## src/design/dupi_pkg.sv

```systemverilog
// Shared constants and types for the dual channel host pin interface.
// Assumes one clock domain and host pins already synchronous to it.
package dupi_pkg;
   localparam int DUPI_DATA_W = 8;
   localparam int DUPI_ADDR_W = 3;
   localparam int DUPI_NUM_REGS = 8;
   localparam int DUPI_NUM_CHAN = 2;
   localparam int DUPI_SYNC_STAGES = 2;
   localparam logic [DUPI_ADDR_W-1:0] DUPI_MODEM_STATUS_ADDR = 3'h6;
   localparam int DUPI_MSR_CTS_BIT = 4;
   localparam int DUPI_MSR_CD_BIT = 7;
   localparam logic DUPI_SEL_CHAN_B = 1'b0;
   localparam logic DUPI_SEL_CHAN_A = 1'b1;
   localparam int DUPI_IDX_A = 0;
   localparam int DUPI_IDX_B = 1;
   localparam logic [DUPI_DATA_W-1:0] DUPI_REG_RESET = 8'h00;
   localparam logic [1:0] DUPI_MODEM_IDLE = 2'h3;

   // Modem inputs of one channel, both active low
   typedef struct packed {
      logic cd_n;
      logic cts_n;
   } dupi_modem_t;

   // One host bus cycle as seen on the pins
   typedef struct packed {
      logic [DUPI_ADDR_W-1:0] addr;
      logic cs_n;
      logic chan_sel;
      logic rd_n;
      logic wr_n;
   } dupi_host_t;
endpackage

```

## src/design/dupi_top.sv

```systemverilog
// Host pin interface of a dual UART: register file, channel routing, modem
// status and transmit gating. Assumes host pins are synchronous to CLK and
// held stable around the strobe edges; modem pins are asynchronous.

//////////////////////////////////////////////////////////////////////////////
// Two flip-flop synchroniser for the modem inputs
module dupi_sync
(
   input wire logic CLK,           // System clock
   input wire logic RST_N,         // Async reset, active low
   input wire logic [1:0] D_IN,    // Asynchronous level
   output logic [1:0] Q_OUT        // Synchronised level
);
   import dupi_pkg::*;
   logic [1:0] stage1_r;
   logic [1:0] stage2_r;

   always_ff @(posedge CLK or negedge RST_N)
   begin
      if (!RST_N)
      begin
         stage1_r <= DUPI_MODEM_IDLE;
         stage2_r <= DUPI_MODEM_IDLE;
      end
      else
      begin
         stage1_r <= D_IN;
         stage2_r <= stage1_r;
      end
   end

   assign Q_OUT = stage2_r;
endmodule

//////////////////////////////////////////////////////////////////////////////
// How it works
// - The three address pins pick one register inside the chosen channel.
// - A low carrier detect input means the modem sees a carrier.
// - The carrier detect level is readable in that channel's modem status.
// - Channel select low routes to channel B, high routes to channel A.
// - Channel select counts only with chip select low; otherwise nobody answers.
// - With broadcast set, one write lands in both channels regardless of select.
// - Clear to send is active low and reads back in modem status bit 4.
// - Clear to send gates transmit only while automatic flow control is enabled.
// - Data bit 0 is the least significant and first serial bit.
// - The data bus is driven only while returning read data.
// - Read strobe falling edge puts the addressed register on the bus.
// - Write strobe rising edge stores the bus into the addressed register, unless that is modem status.
module dupi_top
(
   input wire logic CLK,                                   // System clock, 40 MHz
   input wire logic RST_N,                                 // Async reset, active low
   input wire dupi_pkg::dupi_host_t HOST_BUS,              // Address, selects, strobes
   input wire logic [dupi_pkg::DUPI_DATA_W-1:0] DATA_IN,   // Data bus pin input
   output logic [dupi_pkg::DUPI_DATA_W-1:0] DATA_OUT,      // Data bus pin output
   output logic DATA_OE,                                   // High while driving the bus
   input wire dupi_pkg::dupi_modem_t MODEM_CHAN_A,         // Channel A modem inputs
   input wire dupi_pkg::dupi_modem_t MODEM_CHAN_B,         // Channel B modem inputs
   input wire logic ALT_FUNC_BCAST,                        // Broadcast write enable
   input wire logic [1:0] AUTO_CTS_EN,                     // Auto flow control, [0]=A
   input wire logic [1:0] TX_REQ,                          // Transmitter has data, [0]=A
   output logic [1:0] TX_GO,                               // Transmitter may send, [0]=A
   output logic [1:0] CARRIER_SEEN                         // Carrier present, [0]=A
);
   import dupi_pkg::*;

   ///////////////////////////////////////////////////////////////////////////
   // Synchronised modem inputs
   logic [1:0] modem_a_sync;
   logic [1:0] modem_b_sync;
   logic [DUPI_NUM_CHAN-1:0] cd_n_sync;
   logic [DUPI_NUM_CHAN-1:0] cts_n_sync;

   dupi_sync u_sync_a
   (
      .CLK(CLK),
      .RST_N(RST_N),
      .D_IN(MODEM_CHAN_A),
      .Q_OUT(modem_a_sync)
   );

   dupi_sync u_sync_b
   (
      .CLK(CLK),
      .RST_N(RST_N),
      .D_IN(MODEM_CHAN_B),
      .Q_OUT(modem_b_sync)
   );

   assign cd_n_sync = {modem_b_sync[1], modem_a_sync[1]};
   assign cts_n_sync = {modem_b_sync[0], modem_a_sync[0]};

   ///////////////////////////////////////////////////////////////////////////
   // Strobe edge detection
   logic rd_prev_r;
   logic rd_prev_nxt;
   logic wr_prev_r;
   logic wr_prev_nxt;
   logic rd_fall;
   logic wr_rise;
   logic chip_sel;

   assign chip_sel = !HOST_BUS.cs_n;
   assign rd_fall = rd_prev_r && !HOST_BUS.rd_n && chip_sel;
   assign wr_rise = !wr_prev_r && HOST_BUS.wr_n && chip_sel;

   always_comb
   begin
      rd_prev_nxt = HOST_BUS.rd_n;
      wr_prev_nxt = HOST_BUS.wr_n;
   end

   always_ff @(posedge CLK or negedge RST_N)
   begin
      if (!RST_N)
      begin
         rd_prev_r <= 1'b1;
         wr_prev_r <= 1'b1;
      end
      else
      begin
         rd_prev_r <= rd_prev_nxt;
         wr_prev_r <= wr_prev_nxt;
      end
   end

   ///////////////////////////////////////////////////////////////////////////
   // Channel routing and register file
   logic [DUPI_DATA_W-1:0] regs_r [DUPI_NUM_CHAN][DUPI_NUM_REGS];
   logic [DUPI_DATA_W-1:0] regs_nxt [DUPI_NUM_CHAN][DUPI_NUM_REGS];
   logic [DUPI_NUM_CHAN-1:0] wr_chan;
   int unsigned rd_idx;

   always_comb
   begin
      rd_idx = (HOST_BUS.chan_sel == DUPI_SEL_CHAN_A) ? DUPI_IDX_A : DUPI_IDX_B;
      wr_chan = '0;
      if (ALT_FUNC_BCAST)
      begin
         wr_chan = '1;
      end
      else if (HOST_BUS.chan_sel == DUPI_SEL_CHAN_A)
      begin
         wr_chan[DUPI_IDX_A] = 1'b1;
      end
      else
      begin
         wr_chan[DUPI_IDX_B] = 1'b1;
      end
   end

   always_comb
   begin
      regs_nxt = regs_r;
      for (int c = 0; c < DUPI_NUM_CHAN; c++)
      begin
         // Modem status is read-only; writes to it are dropped
         if (wr_rise && wr_chan[c] && HOST_BUS.addr != DUPI_MODEM_STATUS_ADDR)
         begin
            regs_nxt[c][HOST_BUS.addr] = DATA_IN;
         end
      end
   end

   always_ff @(posedge CLK or negedge RST_N)
   begin
      if (!RST_N)
      begin
         for (int c = 0; c < DUPI_NUM_CHAN; c++)
         begin
            for (int r = 0; r < DUPI_NUM_REGS; r++)
            begin
               regs_r[c][r] <= DUPI_REG_RESET;
            end
         end
      end
      else
      begin
         regs_r <= regs_nxt;
      end
   end

   ///////////////////////////////////////////////////////////////////////////
   // Read path and bus drive
   logic [DUPI_DATA_W-1:0] rd_data_r;
   logic [DUPI_DATA_W-1:0] rd_data_nxt;
   logic oe_r;
   logic oe_nxt;
   logic [DUPI_DATA_W-1:0] status_word;

   always_comb
   begin
      status_word = '0;
      status_word[DUPI_MSR_CTS_BIT] = !cts_n_sync[rd_idx];
      status_word[DUPI_MSR_CD_BIT] = !cd_n_sync[rd_idx];
      rd_data_nxt = rd_data_r;
      if (rd_fall)
      begin
         if (HOST_BUS.addr == DUPI_MODEM_STATUS_ADDR)
         begin
            rd_data_nxt = status_word;
         end
         else
         begin
            rd_data_nxt = regs_r[rd_idx][HOST_BUS.addr];
         end
      end
      // Drive only between the read strobe falling and rising again
      oe_nxt = oe_r ? (!HOST_BUS.rd_n && chip_sel) : rd_fall;
   end

   always_ff @(posedge CLK or negedge RST_N)
   begin
      if (!RST_N)
      begin
         rd_data_r <= DUPI_REG_RESET;
         oe_r <= 1'b0;
      end
      else
      begin
         rd_data_r <= rd_data_nxt;
         oe_r <= oe_nxt;
      end
   end

   assign DATA_OUT = rd_data_r;
   assign DATA_OE = oe_r;

   ///////////////////////////////////////////////////////////////////////////
   // Transmit gating and carrier status
   logic [1:0] tx_go_r;
   logic [1:0] tx_go_nxt;
   logic [1:0] carrier_r;
   logic [1:0] carrier_nxt;

   always_comb
   begin
      for (int c = 0; c < DUPI_NUM_CHAN; c++)
      begin
         tx_go_nxt[c] = TX_REQ[c] && (!AUTO_CTS_EN[c] || !cts_n_sync[c]);
         carrier_nxt[c] = !cd_n_sync[c];
      end
   end

   always_ff @(posedge CLK or negedge RST_N)
   begin
      if (!RST_N)
      begin
         tx_go_r <= '0;
         carrier_r <= '0;
      end
      else
      begin
         tx_go_r <= tx_go_nxt;
         carrier_r <= carrier_nxt;
      end
   end

   assign TX_GO = tx_go_r;
   assign CARRIER_SEEN = carrier_r;
endmodule

```

## config.mk

```make
export PLATFORM = sky130hd
export DESIGN_NAME = dupi_top
export DESIGN_NICKNAME = d
export VERILOG_FILES = /design/src/design/dupi_pkg.sv /design/src/design/dupi_top.sv
export SDC_FILE = /design/constraint.sdc
export NUM_CORES = 1
export LEC_CHECK = 0
export ABC_CLOCK_PERIOD_IN_PS = 3200
export BUFFER_PORTS_ARGS = -buffer_cell sky130_fd_sc_hd__clkbuf_2
export CELL_PAD_IN_SITES_DETAIL_PLACEMENT = 1
export CELL_PAD_IN_SITES_GLOBAL_PLACEMENT = 2
export CORE_MARGIN = 1.5
export CORE_UTILIZATION = 40
export CTS_CLUSTER_SIZE = 24
export DETAILED_ROUTE_END_ITERATION = 10
export PLACE_DENSITY = 0.73
export SYNTH_ARGS = -nofsm -noshare
export SYNTH_HDL_FRONTEND = slang
export SYNTH_SLANG_ARGS = --single-unit
```

## constraint.sdc

```tcl
create_clock -name CLK -period 3.2 [get_ports CLK]
set_input_delay 0.48 -clock CLK [delete_from_list [all_inputs] [get_ports CLK]]
set_output_delay 0.48 -clock CLK [all_outputs]
set_load 0.02 [all_outputs]
```

==> metrics.yaml <==
drt:
  route.detailed.drc: 0
  vias_after_detailed_routing: 3617
  starting_drt_drc_count: 145
  detail_route.vias_per_cell: 5.50
  drt-wirelength-per-cell_um: 23.0
  drt-pass1-iter-count: 4
  drtAntennaViolNets: 0
  postRouteWirelength_um: 15100
sta:
  max_slew_margin_pct: 47.1
  rsz0062_at_grt: "no"
  finalHoldViolations: 0
  setup_tns_ps: 0
  timing.clock.skew_ps: 6.74
  min_setup_slack_post_route_ps: 1200
  worst-slew-pin-transition_ps: 794
  finalWorstPathRequiredPeriod_ps: 2000
  final-setup-viol-count: 0
  maxClockFrequency_ghz: 0.500
  period_share_pct: 62.5
  report.final.slew_viol_count: 0
layout:
  insertedDiodeCount: 0
  synthToLayoutAreaGrowth_pct: 15.9
  fin_area_sq_um: 7120
  layout-drive-gt1-share_pct: 46.0
  fin_util_pct: 47.2
  final_nets: 483
placed_design:
  globalplace.congestion: 0.749
  place_ws_ps: 771
  placed_wire_length_estimate_um: 9910
  placement.io_buffers: 38
  postPlaceCellArea_sq_um: 6480
global_route:
  largest_net_degree_at_the_start_of_global_routing: 75
  grt_pass1_wl_um: 24500
  grt_pass1_vias: 4077
  groute.usage.overall_pct: 20.8
  antenna_violations_before_repair: 0
  gr-total-overflow: 0
synth:
  synth-edff-count: 0
  netlist_instances: 420
  ys_seq_area_share_pct: 55.2
  ys_dominant_reg_cell: "dfrtp_1"
  netlist-cell-type-count: 36
  ys_warn_count: 0
  syn_avg_cell_area_sq_um: 14.6
  netlist_area_sq_um: 6140
  syn_nets: 446
  ys_seq_elements: 135
  asyncSetResetFlopFracSynth_pct: 100
job:
  drv.max_cap_violation_count: 0
clocking:
  cts_max_level: 4
  post_cts.resized_instances: 0
  cts_hold_buffers: 0
  tritoncts_clock_tree: "built"
  post_cts_buffers: 0
  clock_tree.buffer_depth: 2
  cts-buffers-inserted: 17
  root_driver: "clkbuf_16"
  cts.sinks: 135
  worst_skew_pair.late_latency_ps: 420
  clkTransAtPathRegs_ps: 60
pwr:
  max_vdd_drop_v: 0.000431
  power_density_nw_per_um2: 687
  power.net_switching_uw: 1190
  share_seq_of_total_power_pct: 43.5
  netSwitchingFraction_pct: 24.4
  share_comb_of_total_power_pct: 13.1
  static-leakage-power_uw: 0.00342
  internal-power_uw: 3700
  power.clock.fraction_pct: 43.4
setup_path:
  kind_of_launch_point_of_the_worst_setup_path: "register"
  critical_path_peak_fanout: 8
  crit_type: "reg2reg"
  worstPathArrival_ps: 2300
  crit_path_end_kind: "register"
  cp.required_ps: 3500
floorplan:
  dieWidth_um: 127
  core_area_sq_um: 15100
  die-height_um: 127
  placement_rows: 45
  ios: 39
  dieArea_sq_um: 16100
  initial_utilization_pct: 40.7
worst_hold_path:
  worst_hold_path_type: "in2async"
run_status:
  run_status: "completed"
## kinds of logic after synthesis
kind of cell	after synthesis	share of synthesized area, %
AO/OA/AOI/OAI	39	4.64
flip-flops	135	55.2
buffers and inverters	31	2.83
multiplexers	166	31.9
AND/OR/NAND/NOR	49	5.48
## metal layers
| layer | GRT usage (%) | part of all wire, % |
|---|---|---|
| met2 | 33.2 | 48 |
| met3 | 5.02 | 3.2 |
| met1 | 28.5 | 48 |
| met5 | 0 | 0 |
| met4 | 5.48 | 1.2 |
## sequential cells by signal (all words and copies together), names as in the netlist
| register | flops |
|---|---|
| rd_prev_r | 1 |
| regs_r | 112 |
| DATA_OE | 1 |
| u_sync_a.Q_OUT | 2 |
| CARRIER_SEEN | 2 |
| wr_prev_r | 1 |
| u_sync_b.Q_OUT | 2 |
| u_sync_b.stage1_r | 2 |
| TX_GO | 2 |
| DATA_OUT | 8 |
| u_sync_a.stage1_r | 2 |
## cell usage after synthesis, drive strengths merged (3+ instances only)
library cell / n / share of area (%)
dfrtp: 125 / 51
mux2: 115 / 23
mux2i: 46 / 7.5
nor2: 25 / 2.9
o22ai: 19 / 1.9
buf: 14 / 1.8
clkbuf: 11 / 0.67
dfstp: 10 / 4.3
inv: 6 / 0.37
mux4: 5 / 1.8
nor3: 5 / 0.41
a21oi: 4 / 0.33
a31oi: 4 / 0.41
nand2: 4 / 0.24
o21ai: 4 / 0.33
nand3b: 3 / 0.57
or2: 3 / 0.31
or3b: 3 / 0.43
## stage by stage
step	power (uW)	instances	hold slack, ps
floorplan	2570	420	184
global placement	2770	626	348
detailed placement	2800	626	347
CTS	4950	658	56.8
global route	5120	658	67.6
finish	4900	658	38.7
## placed cells by master, fill, tap and decap left out, drive strengths merged
master and n:
nor4 2, a2bb2oi 1, a21boi 2, o2111ai 2
a31oi 4, a211oi 2, nand2b 1, nand3b 3
nor3 5, or2 3, dfstp 10, a311o 1
clkbuf 55, bufinv 5, dfrtp 125, o21ai 4
or3 1, mux2 115, nand2 4, buf 7
nor3b 1, mux4 5, clkinv 5, o22ai 19
nor2 25, inv 6, a21oi 4, nand3 1
or3b 3, clkinvlp 3, mux2i 46
## layout make-up
class	instances	area, sq um
fill	1501	7970
inverter	6	22.5
sequential	135	3390
clock inverter	13	205
tap	188	235
timing repair buffer	43	249
multi-input combinational	254	2580
clock buffer	19	433
## critical path, stage by stage, from the launching register on
cell       delay [ps]
dfstp_2           360
nor2_2            190
o2111ai_4         320
nor2_2            610
mux2_2            400
## power groups by stage
stage                     Combinational [uW]  Sequential [uW]  Clock [uW]
after floorplan                          442             2130           0
after global placement                   628             2140           0
after detailed placement                 649             2150           0
after CTS                                654             2130        2170
after global routing                     704             2160        2250
final                                    642             2130        2130
## path summary, 6_finish.rpt
kind	cells past startpoint	start	slack (ps)	to
setup / recovery	4	wr_prev_r	1200	regs_r[81]
hold / removal	1	RST_N	40	regs_r[123]
setup reg to reg	4	wr_prev_r	1200	regs_r[81]
hold reg to reg	0	u_sync_b.stage1_r[1]	360	u_sync_b.Q_OUT[1]
max in group asynchronous	2	RST_N	2360	regs_r[26]
min in group CLK	1	MODEM_CHAN_A[1]	140	u_sync_a.stage1_r[1]
No activity file was read; power rests on OpenSTA's default activity.
